### src/hdl/error_diag_consts.svh
`ifndef ERROR_DIAG_CONSTS_SVH
`define ERROR_DIAG_CONSTS_SVH

// ****************************************
// register offsets (byte addresses)
// ****************************************
`define EDR_ADDR_CTRL 8'h00
`define EDR_ADDR_STATUS 8'h04
`define EDR_ADDR_FBCODE 8'h08
`define EDR_ADDR_HOSTCODE 8'h0C
`define EDR_ADDR_PROFILE 8'h10
`define EDR_ADDR_COUNTS 8'h14

// ****************************************
// field positions
// ****************************************
`define EDR_CTRL_FB_ATT 0
`define EDR_CTRL_CLEAR 1
`define EDR_STAT_INOPER 0
`define EDR_STAT_ERR 1
`define EDR_STAT_RDY 2
`define EDR_STAT_CAUSE_LO 4
`define EDR_CTRL_RESET 1'h0
`define EDR_ZERO32 32'h0000_0000

// ****************************************
// cause indices, lowest wins
// ****************************************
`define EDR_C_NONE 4'h0
`define EDR_C_SENSOR 4'h1
`define EDR_C_DISCHG 4'h2
`define EDR_C_SEQ 4'h3
`define EDR_C_RESTORE 4'h4
`define EDR_C_TX_HOST 4'h5
`define EDR_C_TX_ARCH 4'h6
`define EDR_C_ARCH_ACK 4'h7
`define EDR_C_TX_FB 4'h8
`define EDR_NUM_CAUSES 8

// ****************************************
// code words {fieldbus, serial, legacy, p0, p1, p2}
// ****************************************
`define EDR_FB_SENSOR 16'h5001
`define EDR_FB_DISCHG 16'h5003
`define EDR_FB_SEQ 16'h5004
`define EDR_FB_RESTORE 16'h5005
`define EDR_FB_TX 16'h5007
`define EDR_W_SENSOR {16'h5001, 8'h01, 8'h01, 8'hE1, 8'hFE, 8'h02}
`define EDR_W_DISCHG {16'h5003, 8'h03, 8'h02, 8'hE6, 8'hFE, 8'h04}
`define EDR_W_SEQ {16'h5004, 8'h04, 8'h02, 8'hE6, 8'hFE, 8'h04}
`define EDR_W_RESTORE {16'h5005, 8'h05, 8'h04, 8'hE1, 8'hFE, 8'h06}
`define EDR_W_TX {16'h5007, 8'h07, 8'h0A, 8'hE1, 8'hFE, 8'h04}
`define EDR_W_NONE 56'h00_0000_0000_0000
`define EDR_FB_NONE 16'h0000

// ****************************************
// fields of a code word
// ****************************************
`define EDR_CW_FB 55:40
`define EDR_CW_SER 39:32
`define EDR_CW_LEG 31:24
`define EDR_CW_HOST 39:24
`define EDR_CW_PROF 23:0

`endif

### src/hdl/error_diag_pkg.sv
package error_diag_pkg;
  typedef logic [3:0] cause_t;
  typedef logic [55:0] code_word_t;
  typedef enum logic [2:0] {
    CLS_ERROR = 3'b001,
    CLS_WARN = 3'b010,
    CLS_RESULT = 3'b100
  } msg_class_t;
endpackage

### src/hdl/error_diagnostics_reporter.sv
// Summary of operation
// RQ1: sort events into error, warning, result classes
// RQ2: error clears in-operation, fault indicator steady red
// RQ3: error clears ident ready/done bit
// RQ4: fieldbus interrupt only for coded errors
// RQ5: sensor interface fault reports 5001 codes
// RQ6: save-time disable change 5003, order 5004
// RQ7: unrestorable code reports 5005 codes
// RQ8: host link send buffer full reports 5007
// RQ9: archive fill or ack timeout reports 5007
// RQ10: fieldbus send buffer full reports 5007
// RQ11: in-operation bit0: zero in error/startup
// RQ12: run-ready bit2 only while running
// RQ13: error latched until host clears it
`timescale 1ns/100ps
`default_nettype none
`include "error_diag_consts.svh"
module error_diagnostics_reporter
  import error_diag_pkg::*;
#(
  parameter int ROM_DEPTH = 16,
  parameter int CNT_W = 8
)(
  input wire logic sys_clk_i, // 50 MHz clock
  input wire logic nrst_i, // async reset, low
  input wire logic [7:0] addr_i, // register byte address
  input wire logic [31:0] wr_data_i, // write data
  input wire logic wr_i, // write strobe
  input wire logic rd_i, // read strobe
  output logic [31:0] rd_data_o, // read data, cycle after rd_i
  input wire logic startup_done_i, // sensor functional
  input wire logic running_i, // sensor in run
  input wire logic ident_done_i, // ident job ready/done level
  input wire logic sensor_error_clear_i, // host clear pulse
  input wire logic sensor_if_fault_i, // image sensor interface fault
  input wire logic saving_i, // program save in progress
  input wire logic disable_input_i, // disable input level
  input wire logic seq_violation_i, // signal order broken
  input wire logic restore_fail_i, // stored code not restorable
  input wire logic tx_host_full_i, // tcp/serial send buffer full
  input wire logic tx_arch_full_i, // operator_archive_link buffer full
  input wire logic arch_ack_late_i, // archive server ack timeout
  input wire logic tx_fb_full_i, // fieldbus send buffer full
  input wire logic warn_evt_i, // warning message
  input wire logic result_evt_i, // read result message
  output logic in_operation_flag_o, // in operation
  output logic run_ready_o, // ready to process codes
  output logic state_fault_indicator_o, // steady red when high
  output logic ident_ready_o, // ident ready/done bit
  output logic diag_irq_o, // fieldbus diagnostics interrupt pulse
  output logic [2:0] msg_class_o, // class of last message
  output logic [15:0] fb_code_o, // fieldbus diagnostic code
  output logic [7:0] serial_code_o, // tcp/serial code
  output logic [7:0] legacy_code_o, // legacy block code
  output logic [23:0] profile_status_o // profile bytes 0,1,2
);
  // ****************************************
  // checks and types
  // ****************************************
  generate
    if (CNT_W < 1 || CNT_W > 16)
    begin : g_chk
      $error("error_diagnostics_reporter: CNT_W out of range");
    end
  endgenerate

  typedef struct packed {
    logic err;
    logic pend;
    cause_t cause;
    logic fb_att;
    logic dis_prev;
    code_word_t code;
    logic irq;
    logic in_oper;
    logic rdy;
    logic sf;
    logic ident;
    logic [2:0] cls;
    logic [CNT_W-1:0] warn_cnt;
    logic [CNT_W-1:0] res_cnt;
    logic [31:0] rdata;
  } state_t;

  state_t st_r;
  state_t st_nxt;
  code_word_t rom_q;
  logic [`EDR_NUM_CAUSES:1] ev;
  logic any_ev;
  logic clr;
  cause_t ev_cause;

  // lowest index wins when causes coincide
  function automatic cause_t pick_cause(input logic [`EDR_NUM_CAUSES:1] v);
    cause_t c;
    c = `EDR_C_NONE;
    for (int i = `EDR_NUM_CAUSES; i >= 1; i--)
    begin
      if (v[i])
        c = cause_t'(i);
    end
    return c;
  endfunction

  function automatic logic [31:0] read_mux(input state_t s, input logic [7:0] a);
    logic [31:0] d;
    d = `EDR_ZERO32;
    if (a == `EDR_ADDR_CTRL)
      d[`EDR_CTRL_FB_ATT] = s.fb_att;
    else if (a == `EDR_ADDR_STATUS)
    begin
      d[`EDR_STAT_INOPER] = s.in_oper;
      d[`EDR_STAT_ERR] = s.err;
      d[`EDR_STAT_RDY] = s.rdy;
      d[`EDR_STAT_CAUSE_LO +: 4] = s.cause;
    end
    else if (a == `EDR_ADDR_FBCODE)
      d[15:0] = s.code[`EDR_CW_FB];
    else if (a == `EDR_ADDR_HOSTCODE)
      d[15:0] = s.code[`EDR_CW_HOST];
    else if (a == `EDR_ADDR_PROFILE)
      d[23:0] = s.code[`EDR_CW_PROF];
    else if (a == `EDR_ADDR_COUNTS)
    begin
      d[CNT_W-1:0] = s.warn_cnt;
      d[16 +: CNT_W] = s.res_cnt;
    end
    return d;
  endfunction

  // ****************************************
  // cause detection
  // ****************************************
  always_comb
  begin
    // RQ5 sensor interface fault
    ev[`EDR_C_SENSOR] = sensor_if_fault_i;
    // RQ6 disable change while saving
    ev[`EDR_C_DISCHG] = saving_i && (disable_input_i != st_r.dis_prev);
    ev[`EDR_C_SEQ] = saving_i && seq_violation_i;
    // RQ7 restore failure
    ev[`EDR_C_RESTORE] = restore_fail_i;
    // RQ8 host link overflow
    ev[`EDR_C_TX_HOST] = tx_host_full_i;
    // RQ9 archive overflow or ack timeout
    ev[`EDR_C_TX_ARCH] = tx_arch_full_i;
    ev[`EDR_C_ARCH_ACK] = arch_ack_late_i;
    // RQ10 fieldbus overflow
    ev[`EDR_C_TX_FB] = tx_fb_full_i;
    any_ev = |ev;
    ev_cause = pick_cause(ev);
    clr = sensor_error_clear_i ||
          (wr_i && (addr_i == `EDR_ADDR_CTRL) && wr_data_i[`EDR_CTRL_CLEAR]);
  end

  cause_code_rom #(
    .DEPTH(ROM_DEPTH)
  ) u_rom (
    .sys_clk_i(sys_clk_i),
    .nrst_i(nrst_i),
    .addr_i(ev_cause),
    .data_o(rom_q)
  );

  // ****************************************
  // next state
  // ****************************************
  always_comb
  begin
    st_nxt = st_r;
    st_nxt.dis_prev = disable_input_i;
    st_nxt.irq = 1'b0;
    st_nxt.pend = 1'b0;
    st_nxt.rdata = `EDR_ZERO32;
    if (wr_i && (addr_i == `EDR_ADDR_CTRL))
      st_nxt.fb_att = wr_data_i[`EDR_CTRL_FB_ATT];
    // RQ13 latch until clear, new fault beats clear
    if (any_ev && (!st_r.err || clr))
    begin
      st_nxt.err = 1'b1;
      st_nxt.pend = 1'b1;
      st_nxt.cause = ev_cause;
    end
    else if (clr)
    begin
      st_nxt.err = 1'b0;
      st_nxt.cause = `EDR_C_NONE;
      st_nxt.code = `EDR_W_NONE;
    end
    // rom answers one cycle after the cause was taken
    // a clear in that cycle must not bring the old code back
    if (st_r.pend && st_nxt.err)
    begin
      st_nxt.code = rom_q;
      // RQ4 interrupt only with a fieldbus code
      st_nxt.irq = st_r.fb_att && (rom_q[`EDR_CW_FB] != `EDR_FB_NONE);
    end
    // RQ1 class of the last message, error first
    if (any_ev)
      st_nxt.cls = CLS_ERROR;
    else if (warn_evt_i)
      st_nxt.cls = CLS_WARN;
    else if (result_evt_i)
      st_nxt.cls = CLS_RESULT;
    if (warn_evt_i)
      st_nxt.warn_cnt = st_r.warn_cnt + 1'b1;
    if (result_evt_i)
      st_nxt.res_cnt = st_r.res_cnt + 1'b1;
    // RQ2 RQ11 in-operation follows startup and error
    st_nxt.in_oper = startup_done_i && !st_nxt.err;
    st_nxt.sf = st_nxt.err;
    // RQ12 run-ready needs in-operation and run
    st_nxt.rdy = st_nxt.in_oper && running_i;
    // RQ3 ident ready/done dropped on error
    st_nxt.ident = ident_done_i && !st_nxt.err;
    if (rd_i)
      st_nxt.rdata = read_mux(st_r, addr_i);
  end

  always_ff @(posedge sys_clk_i or negedge nrst_i)
  begin
    if (!nrst_i)
    begin
      st_r <= '0;
      st_r.fb_att <= `EDR_CTRL_RESET;
    end
    else
      st_r <= st_nxt;
  end

  // ****************************************
  // outputs
  // ****************************************
  assign rd_data_o = st_r.rdata;
  assign in_operation_flag_o = st_r.in_oper;
  assign run_ready_o = st_r.rdy;
  assign state_fault_indicator_o = st_r.sf;
  assign ident_ready_o = st_r.ident;
  assign diag_irq_o = st_r.irq;
  assign msg_class_o = st_r.cls;
  assign fb_code_o = st_r.code[`EDR_CW_FB];
  assign serial_code_o = st_r.code[`EDR_CW_SER];
  assign legacy_code_o = st_r.code[`EDR_CW_LEG];
  assign profile_status_o = st_r.code[`EDR_CW_PROF];
endmodule
`default_nettype wire

### src/hdl/cause_code_rom.sv
`timescale 1ns/100ps
`default_nettype none
`include "error_diag_consts.svh"
module cause_code_rom
  import error_diag_pkg::*;
#(
  parameter int DEPTH = 16
)(
  input wire logic sys_clk_i, // system clock
  input wire logic nrst_i, // async reset, low
  input wire cause_t addr_i, // cause index
  output logic [55:0] data_o // registered code word
);
  // ****************************************
  // table of codes per cause
  // ****************************************
  generate
    if (DEPTH < `EDR_NUM_CAUSES + 1)
    begin : g_chk
      $error("cause_code_rom: DEPTH too small");
    end
  endgenerate

  code_word_t word;

  always_comb
  begin
    case (addr_i)
      `EDR_C_SENSOR: word = `EDR_W_SENSOR;
      `EDR_C_DISCHG: word = `EDR_W_DISCHG;
      `EDR_C_SEQ: word = `EDR_W_SEQ;
      `EDR_C_RESTORE: word = `EDR_W_RESTORE;
      // host link, archive fill, archive ack and fieldbus fill share one code
      `EDR_C_TX_HOST, `EDR_C_TX_ARCH, `EDR_C_ARCH_ACK, `EDR_C_TX_FB: word = `EDR_W_TX;
      default: word = `EDR_W_NONE;
    endcase
  end

  always_ff @(posedge sys_clk_i or negedge nrst_i)
  begin
    if (!nrst_i)
      data_o <= `EDR_W_NONE;
    else
      data_o <= word;
  end
endmodule
`default_nettype wire

### config.mk
export PLATFORM = sky130hd
export DESIGN_NAME = error_diagnostics_reporter
export DESIGN_NICKNAME = d
export VERILOG_FILES = /design/src/hdl/error_diag_pkg.sv /design/src/hdl/error_diagnostics_reporter.sv /design/src/hdl/cause_code_rom.sv
export VERILOG_INCLUDE_DIRS = /design/src /design/src/hdl
export SDC_FILE = /design/constraint.sdc
export NUM_CORES = 1
export LEC_CHECK = 0
export ABC_AREA = 1
export BUFFER_PORTS_ARGS = -buffer_cell sky130_fd_sc_hd__buf_4
export CAP_MARGIN = 20
export CELL_PAD_IN_SITES_DETAIL_PLACEMENT = 2
export CELL_PAD_IN_SITES_GLOBAL_PLACEMENT = 2
export CORE_MARGIN = 5
export CORE_UTILIZATION = 28
export CTS_CLUSTER_SIZE = 14
export DETAILED_ROUTE_END_ITERATION = 6
export PLACE_DENSITY_LB_ADDON = 0.1
export SYNTH_ARGS = -nofsm -noshare
export SYNTH_HDL_FRONTEND = slang
export SYNTH_SLANG_ARGS = --single-unit
### constraint.sdc
create_clock -name sys_clk_i -period 2.2 [get_ports sys_clk_i]
set_input_delay 0.33 -clock sys_clk_i [delete_from_list [all_inputs] [get_ports sys_clk_i]]
set_output_delay 0.33 -clock sys_clk_i [all_outputs]
set_load 0.01 [all_outputs]
Word level (Yosys, flattened, before mapping)
Memories as Yosys holds them, arrays and structs flattened. A register that Yosys moved wholly into a read port is not among the register bits.
Index checks and enable logic that the tools add are counted.
W data, S select, Z words.
{"block": "totals", "register_bits": 175, "mem_bits_ro": 432, "input_bits": 59, "output_inout_bits": 96, "n_memories": 1}
{"block": "classes", "add_sub_neg": 2, "eq_ne": 7, "mux": 35, "reduce_logical": 22}
{"name": "(no name shown)", "words": 16, "word_bits": 27, "read_ports": 1, "rd_ports_with_merged_regs": 1, "write_ports": 0, "line": "cause_code_rom.sv:28", "text": "case (addr_i)"}
{"op": "$mux W56", "count": 2}
{"op": "$mux W57", "count": 1}
{"op": "$mux W8", "count": 7}
{"op": "$mux W16", "count": 3}
{"op": "$mux W4", "count": 11}
{"op": "$mux W24", "count": 1}
{"op": "$mux W23", "count": 1}
{"op": "$add A8 B1 Y8 const B", "count": 2}
{"op": "$eq A8 B4 Y1 const B", "count": 2}
{"op": "$eq A8 B5 Y1 const B", "count": 2}
{"op": "$reduce_bool A16 Y1", "count": 1}
{"op": "$mux W3", "count": 4}
{"op": "$logic_and A1 B1 Y1", "count": 10}
{"op": "$eq A8 B3 Y1 const B", "count": 1}
{"op": "$logic_not A8 Y1", "count": 1}
{"op": "$reduce_or A8 Y1", "count": 1}
{"op": "$mux W1", "count": 5}
{"op": "$reduce_bool A2 Y1", "count": 2}
{"op": "$logic_not A1 Y1", "count": 3}
{"op": "$reduce_bool A3 Y1", "count": 1}
{"op": "$logic_or A1 B1 Y1", "count": 2}
{"op": "$ne A2 B1 Y1 const B", "count": 1}
{"op": "$reduce_and A2 Y1", "count": 1}
{"op": "$ne A1 B1 Y1", "count": 1}

Depth between registers and ports, before layout
{"block": "depth", "depth_word": 10, "depth_mapped": 11, "ltp_nobuf": 11}

Cells and area by module
A second synthesis with hierarchy kept.
{"block": "hier_totals", "cells_unflattened": 785, "area_unflattened_um2": 6742.7}
{"module": "error_diagnostics_reporter", "instances": 1, "cells_each": 693, "area_each_um2": 5894.4}
{"module": "cause_code_rom", "instances": 1, "cells_each": 92, "area_each_um2": 848.3}

Least setup slack after synthesis
Ideal clock, no wire load.
{"block": "synth_path", "path_type": "reg2reg", "startpoint": "register st_r[112] in the netlist's numbering", "endpoint": "register u_rom.data_o[25]", "arrival_time_ns": 1.679, "required_time_ns": 2.076, "setup_slack_ns": 0.397, "path_stages_with_launch": 11, "period_less_slack_ns": 1.803, "path_cell_list": "dfrtp_1 inv_1 nand2_1 nand3_1 nand2_1 o21ai_0 ha_1 inv_1 nand2_1 nand2_1 or2_1"}
{"block": "synth_via", "elab_chain_cells": 4}
{"element": "from (decl)", "line": "error_diagnostics_reporter.sv:85", "text": "state_t st_r;"}
{"element": "from (signal assigned)", "line": "error_diagnostics_reporter.sv:228", "text": "st_r <= st_nxt;"}
{"element": "$ne A1 B1 Y1", "line": "error_diagnostics_reporter.sv:139", "text": "ev[`EDR_C_DISCHG] = saving_i && (disable_input_i != st_r.dis_prev);"}
{"element": "$logic_and A1 B1 Y1", "line": "error_diagnostics_reporter.sv:139"}
{"element": "$mux W4 (2 in a row)", "line": "error_diagnostics_reporter.sv:99", "text": "if (v[i])"}
{"element": "to (decl)", "line": "cause_code_rom.sv:12", "text": "output logic [55:0] data_o"}
No other way between the ends.
A chain may end at the register's enable or synchronous reset.

Final worst setup path
{"block": "layout_path", "startpoint": "register st_r[112] in the netlist's numbering", "endpoint": "register u_rom.data_o[40]"}
Same word-level chain as after synthesis.

==> results.py <==
metrics = {
    "power_and_ir_drop": {
        "ir_drop_uv": 403,
        "seqPwrFrac_pct": 47.6,
        "p_per_area_nw_per_um2": 803,
        "swShare_pct": 30.0,
        "internal_power_w": 0.00267,
        "power_frac_comb_pct": 17.3,
        "power_frac_clock_pct": 35.0,
        "power.switching_w": 0.00115,
        "leakage_nw": 2.52,
    },
    "floorplanning": {
        "io-pin-count": 155,
        "start_util_pct": 28.5,
        "core.rowCount": 44,
        "die_area_sq_um": 17300,
        "core_sq_um": 14500,
        "fp.dieW_um": 132,
        "die_y_um": 132,
    },
    "cells_and_area": {
        "syn2layout_area_growth_pct": 14.7,
        "final_common_cell": "buf_4",
        "drive_gt1_share_pct": 26.7,
        "finalNetCount": 569,
        "n_antenna_cell": 0,
        "final_cell_mix": "buf_4 (90), nand2_1 (84), dfrtp_1 (76), inv_1 (40), conb_1 (37)",
        "num-fill-cells": 1673,
        "multi_input_area_sq_um": 1470,
        "seq_area_sq_um": 1900,
        "final_util_pct": 32.7,
        "fin_cells": 693,
    },
    "setup_path": {
        "crit_start": "st_r[112]",
        "endpoint_kind": "flip-flop",
        "arrival_ns": 1.90,
        "crit_path_start_kind": "flip-flop",
        "worstReg2RegStart": "st_r[112]",
        "required_ns": 2.40,
        "crit_fanout": 6,
        "critPathKind": "flip-flop to flip-flop",
    },
    "sta": {
        "drv_slew": 0,
        "clock_skew_ns": 0.00664,
        "fin_setup_tns_ns": 0,
        "timing.slew.headroom_pct": 64.7,
        "finalCritPeriodShare_pct": 77.5,
        "setup_violations": 0,
        "whs_ns": 0.120,
        "tightest_slew_ns": 0.529,
        "rsz0062_at_grt": "false",
        "max_freq_mhz": 587,
        "hold_viol": 0,
        "fin_crit_ns": 1.70,
    },
    "clocking": {
        "numCtsBuffers": 9,
        "cts.clk_slew.worst_paths_ns": 0.05,
        "cts_resized": 0,
        "cts_tree": "built",
        "cts_sinks": 76,
        "cts_setup_buffers": 0,
        "ctsHoldBuffers": 1,
        "clock_path_buffers": 2,
        "clk_latency_ns": 0.33,
        "htree_levels": 3,
        "cts-root-buf": "clkbuf_16",
    },
    "detailed_routing": {
        "drtPass1Iterations": 4,
        "antenna_left": 0,
        "first_iter_violations": 59,
        "wirelength_um": 10600,
        "vias_per_cell": 4.24,
        "via_count": 2941,
        "wl_per_cell_um": 15.3,
        "drc": 0,
    },
    "global_routing": {
        "grt_overflow_total": 0,
        "gr-usage-met2_pct": 21.0,
        "grt_pass1_wl_um": 18000,
        "first_global_vias": 3428,
        "grt_use_met1_pct": 16.2,
        "antenna_found_initial": 0,
        "grt_max_degree": 47,
        "grt_util_all_layers_pct": 12.8,
        "busiest_layer": "met2",
        "grt_use_met3_pct": 3.52,
    },
    "synth": {
        "yosysSeqAreaShare_pct": 45.9,
        "syn-cell-area_sq_um": 4140,
        "synth-seq-cells": 76,
        "ys_warn_count": 0,
        "synth_cells": 462,
        "syn_avg_cell_area_sq_um": 8.96,
        "yosysUniqueCellTypes": 35,
    },
    "hold_path": {
        "worstHoldStart": "disable_input_i",
        "hold_path.class": "primary input to flip-flop",
    },
    "placement": {
        "portBuffers": 87,
        "dp_hpwl_um": 8600,
        "placed_cells": 676,
        "place_congestion": 0.748,
    },
    "job": {
        "maxCapViolCount": 0,
    },
    "status": {
        "status": "complete, no violations",
    },
}
flip-flops by register name, summed over array words and instances (netlist names):
register,cells
diag_irq_o,1
fb_code_o,4
ident_ready_o,1
in_operation_flag_o,1
legacy_code_o,4
msg_class_o,3
profile_status_o,4
rd_data_o,21
run_ready_o,1
st_r,23
state_fault_indicator_o,1
u_rom.data_o,12
per-stage QoR:
stage / power (W) / setup WS (ns) / instance area [sq um]
after floorplan: 0.00230 / 0.397 / 4280
after global placement: 0.00248 / 0.404 / 4480
after detailed placement: 0.00252 / 0.379 / 4480
after CTS: 0.00390 / 0.456 / 4750
after global routing: 0.00406 / 0.311 / 4750
final: 0.00382 / 0.496 / 4750
cells by family (layout without fill, tap and decap cells):
logic type	Yosys count	count (layout)	synth area share, %
XOR/XNOR	13	13	2.75
adder cells (fa/ha/maj)	6	6	1.81
flip-flops	76	76	45.9
buffers and inverters	144	155	21.8
AO/OA/AOI/OAI	33	33	4.20
AND/OR/NAND/NOR	189	189	23.4
other	1	37	0.0906
power by group through the flow:
stage / registers, W / clock network [W] / logic (W)
final: 0.00182 / 0.00134 / 0.000661
after global routing: 0.00185 / 0.00145 / 0.000758
after CTS: 0.00183 / 0.00139 / 0.000681
after detailed placement: 0.00185 / 0 / 0.000670
after global placement: 0.00184 / 0 / 0.000642
after floorplan: 0.00176 / 0 / 0.000537
final timing paths:
kind                                             to  slack (ns)  cells past startpoint
worst max-delay path               u_rom.data_o[40]        0.50                     10
worst min-delay path                      st_r[112]        0.12                      1
worst max register to register     u_rom.data_o[40]        0.50                     10
worst min register to register             st_r[47]        0.47                      1
max in group asynchronous       profile_status_o[2]        1.12                      3
min in group asynchronous                  st_r[45]        0.48                      2
cell usage after synthesis, drive strengths merged:
cell    number  share of area (%)
nor3b        1               0.18
nor4         2               0.45
o21ai       13                1.6
a21boi       1               0.18
nand4        5               0.76
nor2        33                4.3
conb         1              0.091
nand3       44                7.1
or2          2               0.30
nor3        13                1.6
ha           6                1.8
nand2       88                8.6
xor2         9                1.9
a21oi       17                2.1
a31oi        2               0.30
xnor2        4               0.85
and3         1               0.15
buf         95                 17
inv         47                4.3
dfrtp       76                 46
clkbuf       2               0.18
worst max-delay path: stages (launching register included):
cell	delay, ns
dfrtp_1	0.37
nand2_1	0.06
nand3_1	0.09
nand2_1	0.17
o21ai_0	0.10
buf_4	0.16
ha_1	0.20
nand2_1	0.12
nand2_1	0.06
inv_1	0.11
o21ai_0	0.12
metal layers:
metal	vias up	share of wire (%)	wire [um]
met5	-	0	0
met4	0	1.6	167
met3	10	4.5	477
met2	83	48	5110
met1	1429	46	4840
li1	1419	-	-
layout make-up:
type	count	share of cell area, %
Sequential cell	76	40.0
Multi-Input combinational cell	278	31.0
Clock buffer	15	5.43
Clock inverter	1	0.158
Inverter	47	3.71
Timing Repair Buffer	92	14.9
Tap cell	184	4.85
(Power assumes the default switching activity.)
